===== config.mk =====
export PLATFORM = sky130hd
export DESIGN_NAME = sbc_spi_regs
export DESIGN_NICKNAME = d
export VERILOG_FILES = /design/src/sbc_spi_regs.v
export VERILOG_INCLUDE_DIRS = /design/src
export SDC_FILE = /design/constraint.sdc
export NUM_CORES = 1
export LEC_CHECK = 0
export BUFFER_PORTS_ARGS = -buffer_cell sky130_fd_sc_hd__buf_2
export CORE_MARGIN = 3
export CORE_UTILIZATION = 50
export CTS_BUF_LIST = sky130_fd_sc_hd__clkbuf_2 sky130_fd_sc_hd__clkbuf_4 sky130_fd_sc_hd__clkbuf_8
export DETAILED_ROUTE_END_ITERATION = 6
export PLACE_DENSITY = 0.74
export SYNTH_ARGS = -nofsm -noshare
export SYNTH_HDL_FRONTEND = slang
export SYNTH_SLANG_ARGS = --single-unit

===== constraint.sdc =====
create_clock -name core_clk -period 7.6 [get_ports core_clk]
set_input_delay 0.76 -clock core_clk [delete_from_list [all_inputs] [get_ports core_clk]]
set_output_delay 0.76 -clock core_clk [all_outputs]
set_load 0.05 [all_outputs]

===== src/sbc_defs.vh =====
// Constants of the serial register access layer: addresses, masks, codes.
// Assumes inclusion by sbc_spi_regs.v and by the testbench; holds definitions, no logic.
//
// Behaviour
// - Frame bits six to zero carry the seven-bit register address.
// - Bit seven picks read or read-clear (status), read or write (config).
// - Frame bits fifteen to eight carry the eight data bits.
// - Access is per byte; the device never clears status bits on its own.
// - Config bits hold unless a register defines a hardware change.
// - In restart, sleep or fail-safe mode a received frame is discarded.
// - An addressed status register returns its content in the same frame.
// - Config reads return the old value; a write shows in a later frame.
// - Every answer carries an eight-bit summary, one bit per status register.
// - Summary bits 0-6 map to status 0x41-0x47, bit 7 to 0x4c.
// - A summary bit drops only when its whole status register is zero.
// - The wake level register takes no part in the summary.
// - Addresses 0x01 to 0x1e are config; bit seven decides write.
// - Addresses 0x41 to 0x7e are status; bit seven set clears the byte.
// - Wake level reports the live wake pin and ignores clears.
// - On a mode change the mode field takes the mode entered.
// - On sleep entry bus fields set on become wake-capable.
// - Secondary supply setting is accepted only in normal mode.
// - Input sampled on falling clock, output shifted on rising clock.
// - Clock count not 0 or 16, or clock high at select edges, flags error.
// - A forbidden mode request is ignored and sets the failure flag.
`ifndef SBC_DEFS_VH
`define SBC_DEFS_VH

// ****************************************************************
// Register addresses
// ****************************************************************
`define SBC_A_MODE   7'h01
`define SBC_A_HW     7'h02
`define SBC_A_WDOG   7'h03
`define SBC_A_BUSA   7'h04
`define SBC_A_BUSB   7'h05
`define SBC_A_WKA    7'h06
`define SBC_A_WKB    7'h07
`define SBC_A_PULL   7'h08
`define SBC_A_TIMER  7'h0c
`define SBC_A_SCR    7'h1e
`define SBC_A_SUP    7'h41
`define SBC_A_THERM  7'h42
`define SBC_A_DEV    7'h43
`define SBC_A_BFA    7'h44
`define SBC_A_BFB    7'h45
`define SBC_A_WSA    7'h46
`define SBC_A_WSB    7'h47
`define SBC_A_LEVEL  7'h48
`define SBC_A_SMPS   7'h4c
`define SBC_A_ID     7'h7e

// ****************************************************************
// Masks of implemented bits, entry 0 in the low byte
// ****************************************************************
`define SBC_CFG_WMASK  80'hff070301_44fbfbff_ffdf
`define SBC_STAT_MASK  64'hf70fb17e_67ff07fd
`define SBC_CFG_RESET  8'h00
`define SBC_STAT_RESET 8'h00

// ****************************************************************
// Field positions and codes
// ****************************************************************
`define SBC_MODE_NORMAL 2'h0
`define SBC_MODE_SLEEP  2'h1
`define SBC_MODE_STOP   2'h2
`define SBC_BUS_ON      2'h3
`define SBC_BUS_WAKE    2'h1
`define SBC_SPI_FAIL_BIT 1
`define SBC_DEV_IDX     2
`define SBC_FRAME_BITS  5'h10
`define SBC_CNT_SAT     5'h11
`define SBC_ADDR_DONE   5'h07
`define SBC_ID_VALUE    8'h5a

`endif


===== src/sbc_spi_regs.v =====
// Serial register access layer: frame receiver, register file, summary.
// Assumes a slow serial clock from the master, sampled by core_clk, and
// mode levels and status set pulses from logic on core_clk.
`timescale 1ns/10ps
`include "sbc_defs.vh"

module sbc_spi_regs (
  input  wire        core_clk,
  input  wire        resetn,
  input  wire        sclk,
  input  wire        chip_select_low,
  input  wire        serial_in,
  output wire        serial_out,
  output wire        serial_out_oe,
  input  wire        wake_pin,
  input  wire        in_normal,
  input  wire        in_stop,
  input  wire        in_init,
  input  wire        in_restart,
  input  wire        in_sleep,
  input  wire        in_failsafe,
  input  wire        mode_entered,
  input  wire [1:0]  mode_entered_code,
  input  wire        sleep_entered,
  input  wire [63:0] status_set,
  output wire        mode_req,
  output wire [1:0]  mode_req_code,
  output wire        cmd_illegal,
  output wire [7:0]  mode_supply_control,
  output wire [7:0]  hardware_control,
  output wire [7:0]  watchdog_control,
  output wire [7:0]  bus_control_a,
  output wire [7:0]  bus_control_b,
  output wire [7:0]  wake_control_a,
  output wire [7:0]  wake_control_b,
  output wire [7:0]  wake_pull_control,
  output wire [7:0]  cyclic_timer_control,
  output wire [7:0]  system_scratch_control,
  output wire [7:0]  status_summary
);

  localparam [79:0] CFG_WM  = `SBC_CFG_WMASK;
  localparam [63:0] STAT_M  = `SBC_STAT_MASK;

  // ****************************************************************
  // Pin synchronisers and edge detection
  // ****************************************************************
  reg        sclk_s1_r;
  reg        sclk_s2_r;
  reg        sclk_s3_r;
  reg        cs_s1_r;
  reg        cs_s2_r;
  reg        cs_s3_r;
  reg        sdi_s1_r;
  reg        sdi_s2_r;
  reg        wake_s1_r;
  reg        wake_s2_r;

  always @(posedge core_clk) begin
    if (!resetn) begin
      sclk_s1_r <= 1'b0;
      sclk_s2_r <= 1'b0;
      sclk_s3_r <= 1'b0;
      cs_s1_r   <= 1'b1;
      cs_s2_r   <= 1'b1;
      cs_s3_r   <= 1'b1;
      sdi_s1_r  <= 1'b0;
      sdi_s2_r  <= 1'b0;
      wake_s1_r <= 1'b0;
      wake_s2_r <= 1'b0;
    end else begin
      sclk_s1_r <= sclk;
      sclk_s2_r <= sclk_s1_r;
      sclk_s3_r <= sclk_s2_r;
      cs_s1_r   <= chip_select_low;
      cs_s2_r   <= cs_s1_r;
      cs_s3_r   <= cs_s2_r;
      sdi_s1_r  <= serial_in;
      sdi_s2_r  <= sdi_s1_r;
      wake_s1_r <= wake_pin;
      wake_s2_r <= wake_s1_r;
    end
  end

  wire sclk_rise = sclk_s2_r & ~sclk_s3_r;
  wire sclk_fall = ~sclk_s2_r & sclk_s3_r;
  wire cs_fall   = ~cs_s2_r & cs_s3_r;
  wire cs_rise   = cs_s2_r & ~cs_s3_r;
  wire quiet     = in_restart | in_sleep | in_failsafe;

  // ****************************************************************
  // Address decode
  // ****************************************************************
  function [4:0] cfg_sel;
    input [6:0] a;
    begin
      if (a == `SBC_A_MODE) begin
        cfg_sel = 5'h10;
      end else if (a == `SBC_A_HW) begin
        cfg_sel = 5'h11;
      end else if (a == `SBC_A_WDOG) begin
        cfg_sel = 5'h12;
      end else if (a == `SBC_A_BUSA) begin
        cfg_sel = 5'h13;
      end else if (a == `SBC_A_BUSB) begin
        cfg_sel = 5'h14;
      end else if (a == `SBC_A_WKA) begin
        cfg_sel = 5'h15;
      end else if (a == `SBC_A_WKB) begin
        cfg_sel = 5'h16;
      end else if (a == `SBC_A_PULL) begin
        cfg_sel = 5'h17;
      end else if (a == `SBC_A_TIMER) begin
        cfg_sel = 5'h18;
      end else if (a == `SBC_A_SCR) begin
        cfg_sel = 5'h19;
      end else begin
        cfg_sel = 5'h00;
      end
    end
  endfunction

  function [3:0] stat_sel;
    input [6:0] a;
    begin
      if (a == `SBC_A_SUP) begin
        stat_sel = 4'h8;
      end else if (a == `SBC_A_THERM) begin
        stat_sel = 4'h9;
      end else if (a == `SBC_A_DEV) begin
        stat_sel = 4'ha;
      end else if (a == `SBC_A_BFA) begin
        stat_sel = 4'hb;
      end else if (a == `SBC_A_BFB) begin
        stat_sel = 4'hc;
      end else if (a == `SBC_A_WSA) begin
        stat_sel = 4'hd;
      end else if (a == `SBC_A_WSB) begin
        stat_sel = 4'he;
      end else if (a == `SBC_A_SMPS) begin
        stat_sel = 4'hf;
      end else begin
        stat_sel = 4'h0;
      end
    end
  endfunction

  function [1:0] to_wake;
    input [1:0] f;
    begin
      if (f == `SBC_BUS_ON) to_wake = `SBC_BUS_WAKE;
      else                  to_wake = f;
    end
  endfunction

  // ****************************************************************
  // Frame state
  // ****************************************************************
  reg  [15:0] rx_r;
  reg  [15:0] tx_r;
  reg  [4:0]  cnt_r;
  reg         out_bit_r;
  reg         oe_r;
  reg         err_r;
  reg         bad_r;
  reg         exec_r;
  reg  [79:0] cfg_r;
  reg  [63:0] stat_r;
  wire [79:0] cfg_nxt;
  wire [63:0] stat_nxt;
  wire [7:0]  sif;
  reg  [7:0]  rdata;

  wire [6:0] addr    = rx_r[6:0];
  wire       wr_bit  = rx_r[7];
  wire [7:0] wdata   = rx_r[15:8];
  wire [4:0] csel    = cfg_sel(addr);
  wire [3:0] ssel    = stat_sel(addr);
  wire [4:0] csel_rd = cfg_sel(rx_r[6:0]);
  wire [1:0] new_mode = wdata[7:6];

  // ****************************************************************
  // Read data select
  // ****************************************************************

  // Read data is picked once the address is complete.
  always @* begin
    rdata = 8'h00;
    if (csel_rd[4]) begin
      rdata = cfg_r[{csel_rd[3:0], 3'b000} +: 8];
    end else if (ssel[3]) begin
      rdata = stat_r[{ssel[2:0], 3'b000} +: 8];
    end else if (addr == `SBC_A_LEVEL) begin
      rdata = {7'h00, wake_s2_r};
    end else if (addr == `SBC_A_ID) begin
      rdata = `SBC_ID_VALUE;
    end
  end

  // ****************************************************************
  // Frame receiver and transmitter
  // ****************************************************************

  wire bad_end = bad_r | sclk_s2_r |
                 ((cnt_r != 5'h00) && (cnt_r != `SBC_FRAME_BITS));

  always @(posedge core_clk) begin
    if (!resetn) begin
      rx_r      <= 16'h0000;
      tx_r      <= 16'h0000;
      cnt_r     <= 5'h00;
      out_bit_r <= 1'b0;
      oe_r      <= 1'b0;
      err_r     <= 1'b0;
      bad_r     <= 1'b0;
      exec_r    <= 1'b0;
    end else begin
      exec_r <= 1'b0;
      oe_r   <= ~cs_s2_r;
      if (cs_fall) begin
        cnt_r     <= 5'h00;
        bad_r     <= sclk_s2_r;
        tx_r      <= {8'h00, sif};
        out_bit_r <= err_r;
      end else if (!cs_s2_r) begin
        if (sclk_rise) begin
          out_bit_r <= tx_r[0];
          tx_r      <= {1'b0, tx_r[15:1]};
        end
        if (sclk_fall) begin
          if (cnt_r < `SBC_FRAME_BITS) begin
            rx_r[cnt_r[3:0]] <= sdi_s2_r;
          end
          if (cnt_r != `SBC_CNT_SAT) begin
            cnt_r <= cnt_r + 5'h01;
          end
          if (cnt_r == `SBC_ADDR_DONE) begin
            tx_r[7:0] <= rdata;
          end
        end
      end
      if (cs_rise) begin
        if (bad_end) begin
          err_r <= 1'b1;
        end else if (cnt_r == `SBC_FRAME_BITS) begin
          err_r <= 1'b0;
        end
        exec_r <= ~bad_end & (cnt_r == `SBC_FRAME_BITS) & ~quiet;
      end
    end
  end

  assign serial_out    = out_bit_r;
  assign serial_out_oe = oe_r;

  // ****************************************************************
  // Command checks
  // ****************************************************************
  wire mode_wr = exec_r & wr_bit & (csel == 5'h10);
  wire no_wake = (cfg_r[31:24] == 8'h00) & (cfg_r[55:48] == 8'h00);
  wire illegal = mode_wr & (
                 (in_stop & (new_mode == `SBC_MODE_SLEEP)) |
                 (in_init & ((new_mode == `SBC_MODE_SLEEP) |
                             (new_mode == `SBC_MODE_STOP))) |
                 ((new_mode == `SBC_MODE_SLEEP) & no_wake));

  // ****************************************************************
  // Mode request outputs
  // ****************************************************************

  reg       mode_req_r;
  reg [1:0] mode_code_r;
  reg       illegal_r;

  always @(posedge core_clk) begin
    if (!resetn) begin
      mode_req_r  <= 1'b0;
      mode_code_r <= 2'h0;
      illegal_r   <= 1'b0;
    end else begin
      mode_req_r <= mode_wr & ~illegal;
      illegal_r  <= illegal;
      if (mode_wr & ~illegal) begin
        mode_code_r <= new_mode;
      end
    end
  end

  assign mode_req      = mode_req_r;
  assign mode_req_code = mode_code_r;
  assign cmd_illegal   = illegal_r;

  // ****************************************************************
  // Configuration registers
  // ****************************************************************
  genvar i;
  generate
    for (i = 0; i < 10; i = i + 1) begin : g_cfg
      localparam [3:0] IDX = i;
      wire [7:0] old = cfg_r[i*8 +: 8];
      wire [7:0] wm  = CFG_WM[i*8 +: 8];
      wire hit = exec_r & wr_bit & (csel == {1'b1, IDX}) &
                 ~illegal;
      reg  [7:0] nx;
      always @* begin
        nx = old;
        if (hit) begin
          nx = wdata & wm;
          if (i == 0 && !in_normal) begin
            nx[4:3] = old[4:3];
          end
        end
        if (i == 0 && mode_entered) begin
          nx[7:6] = mode_entered_code;
        end
        if (i == 3 && sleep_entered) begin
          nx[4:3] = to_wake(nx[4:3]);
          nx[1:0] = to_wake(nx[1:0]);
        end
        if (i == 4 && sleep_entered) begin
          nx[7:6] = to_wake(nx[7:6]);
          nx[4:3] = to_wake(nx[4:3]);
          nx[1:0] = to_wake(nx[1:0]);
        end
      end
      assign cfg_nxt[i*8 +: 8] = nx;
    end
  endgenerate

  // ****************************************************************
  // Status registers and summary
  // ****************************************************************
  generate
    for (i = 0; i < 8; i = i + 1) begin : g_stat
      localparam [2:0] IDX = i;
      wire [7:0] old = stat_r[i*8 +: 8];
      wire clr = exec_r & wr_bit & (ssel == {1'b1, IDX});
      wire [7:0] hw = status_set[i*8 +: 8];
      wire [7:0] fail = (i == `SBC_DEV_IDX) ?
                        {6'h00, illegal, 1'b0} : 8'h00;
      // A set arriving with the clear survives it.
      assign stat_nxt[i*8 +: 8] = ((clr ? 8'h00 : old) | hw | fail) &
                                  STAT_M[i*8 +: 8];
      assign sif[i] = |old;
    end
  endgenerate

  always @(posedge core_clk) begin
    if (!resetn) begin
      cfg_r  <= {10{`SBC_CFG_RESET}};
      stat_r <= {8{`SBC_STAT_RESET}};
    end else begin
      cfg_r  <= cfg_nxt;
      stat_r <= stat_nxt;
    end
  end

  // ****************************************************************
  // Register outputs
  // ****************************************************************

  assign status_summary         = sif;
  assign mode_supply_control    = cfg_r[7:0];
  assign hardware_control       = cfg_r[15:8];
  assign watchdog_control       = cfg_r[23:16];
  assign bus_control_a          = cfg_r[31:24];
  assign bus_control_b          = cfg_r[39:32];
  assign wake_control_a         = cfg_r[47:40];
  assign wake_control_b         = cfg_r[55:48];
  assign wake_pull_control      = cfg_r[63:56];
  assign cyclic_timer_control   = cfg_r[71:64];
  assign system_scratch_control = cfg_r[79:72];

endmodule


### Word level (Yosys, flattened, before mapping)

Cells that the tools add are included.

* register bits: 145
* bits of input ports: 80
* output and inout port bits: 94
* word-level logic and storage cells: 237

* $add $sub $neg: 1
* order comparisons: 3
* eq/ne operators: 50
* shift-type cells: 2
* mux-type cells: 58
* bitwise logic cells: 65
* reduce and logical (&&, ||, !) cells: 23

Operators by type and width (count)
* two-way mux 8 bit: 13
* indexed part select 80 x 8 -> 8 bit: 1
* == test 7 bit (second input constant): 10
* OR reduction 8 bit: 8
* indexed part select 64 x 7 -> 8 bit: 1
* == test 5 bit (second input constant): 11
* two-way mux 5 bit: 11
* bitwise AND 1 bit: 40
* two-way mux 4 bit: 9
* == test 4 bit (second input constant): 8
* OR 8 bit: 4
* == test 7 x 3 -> 1 bit (second input constant): 4
* two-way mux 7 bit: 4
* two-way mux 2 bit: 12
* bitwise mux 16 bit: 1
* zero test 8 bit: 2
* == test 7 x 2 -> 1 bit (second input constant): 2
* == test 7 x 4 -> 1 bit (second input constant): 2
* OR 7 bit: 2
* == test 2 bit (second input constant): 6
* inequality test 5 bit (second input constant): 2
* NOT 1 bit: 9
* OR 8 x 2 -> 8 bit: 1
* AND reduction 2 bit: 4
* other kinds (21): 35

### Longest topological paths before layout

* depth in word-level cells: 20
* mapped depth: 9
* mapped depth without buffers: 7

### Least setup slack after synthesis

OpenSTA, ideal clock, no wires.

* path type: reg2reg
* start point: reg rx_r[1]
* end point: reg tx_r[7]
* library setup time: 70 ps
* arrival: 2388 ps
* required time: 7530 ps
* path slack: 5142 ps
* stages on the path, launching flop included: 8
* buffers on the path: 1
* clock period less this slack: 2458 ps
* cells stage by stage: dfxtp_1 > buf_6 > or4b_4 > a311oi_4 > mux2_4 > a221oi_2 > or4_1 > a21oi_1

* cells in the longest elaborated chain, start to end: 17
* elaborated cells on any way between the ends: 44
* classes of those cells: 18 x eq/ne; 2 x shift; 24 x mux

RTL lines
* start, declared: RTL line sbc_spi_regs.v:159 `reg [15:0] rx_r;`
* start signal, assigned by index: RTL line sbc_spi_regs.v:232 `rx_r[cnt_r[3:0]] <= sdi_s2_r;`
* == test 7 x 5 -> 1 bit (no source line)
* two-way mux 5 bit: RTL line sbc_spi_regs.v:115 `` end else if (a == `SBC_A_SCR) begin ``
* two-way mux 5 bit: RTL line sbc_spi_regs.v:113 `` end else if (a == `SBC_A_TIMER) begin ``
* two-way mux 5 bit: RTL line sbc_spi_regs.v:111 `` end else if (a == `SBC_A_PULL) begin ``
* two-way mux 5 bit: RTL line sbc_spi_regs.v:109 `` end else if (a == `SBC_A_WKB) begin ``
* two-way mux 5 bit: RTL line sbc_spi_regs.v:107 `` end else if (a == `SBC_A_WKA) begin ``
* two-way mux 5 bit: RTL line sbc_spi_regs.v:105 `` end else if (a == `SBC_A_BUSB) begin ``
* two-way mux 5 bit: RTL line sbc_spi_regs.v:103 `` end else if (a == `SBC_A_BUSA) begin ``
* two-way mux 5 bit: RTL line sbc_spi_regs.v:101 `` end else if (a == `SBC_A_WDOG) begin ``
* two-way mux 5 bit: RTL line sbc_spi_regs.v:99 `` end else if (a == `SBC_A_HW) begin ``
* two-way mux 5 bit: RTL line sbc_spi_regs.v:97 `` if (a == `SBC_A_MODE) begin ``
* indexed part select 80 x 8 -> 8 bit: RTL line sbc_spi_regs.v:190 `rdata = cfg_r[{csel_rd[3:0], 3'b000} +: 8];`
* two-way mux 8 bit *: RTL line sbc_spi_regs.v:189 `if (csel_rd[4]) begin`
* two-way mux 8 bit *: RTL line sbc_spi_regs.v:237 `` if (cnt_r == `SBC_ADDR_DONE) begin ``
* two-way mux 8 bit *: RTL line sbc_spi_regs.v:230 `if (sclk_fall) begin`
* two-way mux 8 bit *: RTL line sbc_spi_regs.v:225 `end else if (!cs_s2_r) begin`
* two-way mux 8 bit *: RTL line sbc_spi_regs.v:220 `if (cs_fall) begin`
* end signal, assigned: RTL line sbc_spi_regs.v:223 `tx_r <= {8'h00, sif};`
* end signal, assigned: RTL line sbc_spi_regs.v:228 `tx_r <= {1'b0, tx_r[15:1]};`
* end signal, assigned: RTL line sbc_spi_regs.v:238 `tx_r[7:0] <= rdata;`
* end, declared: RTL line sbc_spi_regs.v:160 `reg [15:0] tx_r;`

Every way passes the cells marked *; elsewhere a longest branch is shown, timed or not. The select of a mux whose other input is x is not followed.
A chain may end at the register's enable or synchronous reset.

### Final worst setup path

* start point: reg rx_r[0]
* end point: reg cfg_r[4]

* cells in the longest elaborated chain, start to end: 17
* elaborated cells on any way between the ends: 26
* classes of those cells: 11 x eq/ne; 10 x mux; 4 x bitwise; 1 x reduce/logical

RTL lines
* == test 7 x 5 -> 1 bit (no source line)
* two-way mux 5 bit: RTL line sbc_spi_regs.v:115
* two-way mux 5 bit: RTL line sbc_spi_regs.v:113
* two-way mux 5 bit: RTL line sbc_spi_regs.v:111
* two-way mux 5 bit: RTL line sbc_spi_regs.v:109
* two-way mux 5 bit: RTL line sbc_spi_regs.v:107
* two-way mux 5 bit: RTL line sbc_spi_regs.v:105
* two-way mux 5 bit: RTL line sbc_spi_regs.v:103
* two-way mux 5 bit: RTL line sbc_spi_regs.v:101
* two-way mux 5 bit: RTL line sbc_spi_regs.v:99
* two-way mux 5 bit *: RTL line sbc_spi_regs.v:97
* == test 5 bit *: RTL line sbc_spi_regs.v:259, sbc_spi_regs.v:302
* bitwise AND 1 bit *: RTL line sbc_spi_regs.v:259, sbc_spi_regs.v:302
* bitwise AND 1 bit: RTL line sbc_spi_regs.v:261 `wire illegal = mode_wr & (`
* NOT 1 bit: RTL line sbc_spi_regs.v:303 `~illegal;`
* bitwise AND 1 bit *: RTL line sbc_spi_regs.v:302 `wire hit = exec_r & wr_bit & (csel == {1'b1, IDX}) &`
* AND reduction 2 bit (no source line) *
* end signal, assigned: RTL line sbc_spi_regs.v:350 `` cfg_r <= {10{`SBC_CFG_RESET}}; ``
* end signal, assigned: RTL line sbc_spi_regs.v:353 `cfg_r <= cfg_nxt;`
* end, declared: RTL line sbc_spi_regs.v:167 `reg [79:0] cfg_r;`

Every way passes the cells marked *; elsewhere a longest branch is shown, timed or not.

==> flow_summary_export.csv <==
group,metric,value,unit
run_status,run_status,"finished, final reports clean",
logic_synthesis,synth.yosys.warnings,0,
logic_synthesis,synth_async_sr_flop_share,0,%
routing,drt_pre_antenna_iters,5,
power_and_ir_drop,leakagePower,3.40,nW
final_layout,final_nets,1040,
sta,slew_headroom,25.0,%
clocking,root_buffer,"sky130_fd_sc_hd__clkbuf_8",
worst_hold_path,min-delay-path-class,"register to register",
run,max_cap_viol_count,0,
global_routing,grt_first_pass_wirelength,33500,µm
routing,wl_per_cell,18.7,µm
sta,fmaxAchievable,0.301,GHz
logic_synthesis,commonest_register_cell_after_synthesis,"sky130_fd_sc_hd__dfxtp_1",
placed_design,globalplace.congestion,0.930,
clocking,post_cts_sizing,0,
sta,finalCriticalPeriod,3.33,ns
clocking,number_of_buffers_added_by_the_clock_tree_synthesis_step,17,
floorplan,floorplan.die_area,15800,µm²
sta,setup-tns-final,0,ns
clocking,cts-hold-fix-buffers,0,
logic_synthesis,ys_ff_latch,145,
logic_synthesis,synthesis.instances,857,
sta,timing.final.crit_share,43.8,%
floorplan,die_ht,126,µm
global_routing,grt.total_usage,26.8,%
logic_synthesis,count_of_flip_flops_with_a_built_in_enable_after_synthesis,0,
routing,first_iter_violations,737,
floorplan,floorplan.rows,43,
clocking,htree_levels,4,
clocking,tritoncts_clock_tree,"done",
floorplan,design.portCount,174,
routing,dr_total_vias,6791,
sta,grt_setup_unrepaired,"no",
global_routing,largest_net_degree_at_the_start_of_global_routing,63,
clocking,clkLatencyLatePin,0.47,ns
setup_path,crit_path_start_kind,"register",
final_layout,layout-drive-gt1-share,19.7,%
setup_path,cpPeakStageDelay,0.98,ns
placed_design,numPlacedInstances,1116,
final_layout,postLayoutCellArea,8240,µm²
logic_synthesis,synth_top_area_share,40.6,%
final_layout,multi_input_comb_area,3880,µm²
placed_design,place.port_buffers,126,
sta,finalClockSkew,0.0130,ns
setup_path,worst-path-max-fanout,26,
routing,postRouteWirelength,21500,µm
setup_path,worst-endpoint-arrival,3.70,ns
setup_path,cp-end-kind,"register",
logic_synthesis,ys_seq_area_share,40.6,%
final_layout,finalCoreUtilization,59.1,%
sta,hold_slack,0.419,ns
final_layout,flow.area_growth_from_synthesis,15.1,%
routing,viasPerCell,5.92,
global_routing,grt_pass1_vias,6211,
routing,detail_route.drc_violations,0,
power_and_ir_drop,vdd_ir_drop_max,0.136,mV
setup_path,path_cells,"and4b_1, o211ai_1, and2_0, nor3b_2, a21boi_0, o21a_1",
final_layout,fill_cells,1324,
global_routing,grt.overflow.total,0,
power_and_ir_drop,power_density,202,nW/µm²
final_layout,antenna-diode-count,0,
clocking,cts_max_path_buffers,2,
setup_path,critical_path.slowest_cell,"sky130_fd_sc_hd__dfxtp_1",
floorplan,initial_core_util,51.4,%
sta,worst_slew_pin_slew,1.12,ns
logic_synthesis,netlist_area,7160,µm²
clocking,clock_sink_count,145,
logic_synthesis,synth.lib_cells_used.distinct,68,
placed_design,detailed_place_hpwl,15600,µm
setup_path,path_class,"register to register",
final_layout,most-common-layout-cells,"145 x sky130_fd_sc_hd__dfxtp_1, 126 x sky130_fd_sc_hd__buf_2, 122 x sky130_fd_sc_hd__nor2_1",
clocking,clkSlewWorstSetupHoldPaths,0.08,ns
sta,timing.final.max_slew_violations,0,
clocking,cts.repair_timing.setup_buffer_count,0,
routing,drt.antenna.violating_nets,0,
floorplan,die_width,126,µm
final_layout,area.sequential,2900,µm²
logic_synthesis,netlist_top_cells_area,"sky130_fd_sc_hd__dfxtp_1 41%, sky130_fd_sc_hd__mux2i_1 10%, sky130_fd_sc_hd__nor2_1 6.4%",
placed_design,placed_cell_area,7750,µm²
sta,setup_violations,0,
final_layout,non_filler_cells_in_the_finished_layout,1148,
logic_synthesis,synth_largest_area_cell,"sky130_fd_sc_hd__dfxtp_1",
global_routing,grt_antenna_before_repair,0,
final_layout,final_common_cell,"sky130_fd_sc_hd__dfxtp_1",
floorplan,core,13900,µm²
sta,hold_viol,0,
logic_synthesis,synthesis.area_per_instance,8.35,µm²
setup_path,crit_required,7.97,ns
[critical path, delay by kind of cell, from the launching register on]
kind             cells  cell delay, ns
AND/OR/NAND/NOR      3            1.48
flip-flops           1            0.98
AO/OA/AOI/OAI        3            0.76
[synthesized netlist by cell type (all sizes together), types with 3 or more instances]
library cell,count
dfxtp,145
nor2,122
nand2,81
mux2i,72
a21oi,71
clkbuf,46
nand3,35
buf,33
o21ai,26
inv,18
and2,17
nor2b,13
nor3,12
nor4,12
nand4,11
a221oi,9
mux2,8
and3,7
nor3b,7
a22o,6
a32oi,6
or2,6
a211o,5
ha,5
nand2b,5
o221ai,5
o22ai,5
or4,5
a211oi,4
a22oi,4
o211ai,4
o21a,4
or3b,4
a2111oi,3
a222oi,3
a311oi,3
a31oi,3
or3,3
xor2,3
[layer usage]
layer	GRT usage, %	vias to the layer above	part of all wire, %
li1	-	3203	-
met1	37.0	3213	44
met2	40.6	321	45
met3	6.23	54	8.6
met4	10.8	0	2.8
met5	0	-	0
[state kept, by name, indices dropped and copies added, names as in the netlist]
signal	cells
err_r	1
serial_out	1
serial_out_oe	1
cfg_r	53
sclk_s2_r	1
cmd_illegal	1
sclk_s1_r	1
bad_r	1
cs_s3_r	1
tx_r	8
wake_s1_r	1
sdi_s1_r	1
mode_req_code	2
wake_s2_r	1
cnt_r	5
cs_s2_r	1
mode_req	1
cs_s1_r	1
sclk_s3_r	1
exec_r	1
rx_r	16
sdi_s2_r	1
stat_r	44
[path summary, 6_finish.rpt]
check | cells after the start | slack [ns] | from | to
max | 6 | 4.27 | rx_r[0] | cfg_r[4]
min | 1 | 0.42 | cs_s1_r | cs_s2_r
max reg2reg | 6 | 4.27 | rx_r[0] | cfg_r[4]
min reg2reg | 1 | 0.42 | cs_s1_r | cs_s2_r
[where the power goes]
group | switching (mW) | leakage (nW) | internal [mW]
sequential | 0.0213 | 1.19 | 0.782
clock | 0.294 | 0.243 | 0.451
combinational | 0.0845 | 1.97 | 0.0355
[area by class of cell]
cell class / instances / share of cell area [%]
Clock inverter: 10 / 2.49
Sequential cell: 145 / 35.2
Timing Repair Buffer: 132 / 8.20
Tap cell: 180 / 2.73
Inverter: 18 / 0.820
Clock buffer: 22 / 3.45
Multi-Input combinational cell: 641 / 47.1
[through the flow]
step                      total power [mW]  setup WS (ns)
after floorplan                      0.912           5.14
after global placement               0.937           4.42
after detailed placement             0.939           4.37
after CTS                             1.68           4.37
after global routing                  1.72           4.06
final                                 1.67           4.27
[kinds of logic (layout without fill, tap and decap cells)]
| kind of cell | Yosys count | after routing | share of synthesized area (%) |
|---|---|---|---|
| other | 1 | 27 | 0.0524 |
| adders and majority gates | 5 | 5 | 0.874 |
| buffers and inverters | 97 | 182 | 6.66 |
| DFF | 145 | 145 | 40.6 |
| and+or+nand+nor | 351 | 351 | 24.0 |
| xor gates and xnor gates | 4 | 4 | 0.490 |
| AOI/OAI and AO/OA | 174 | 174 | 16.0 |
| muxes | 80 | 80 | 11.4 |
Power figures use the tool's default switching activity.
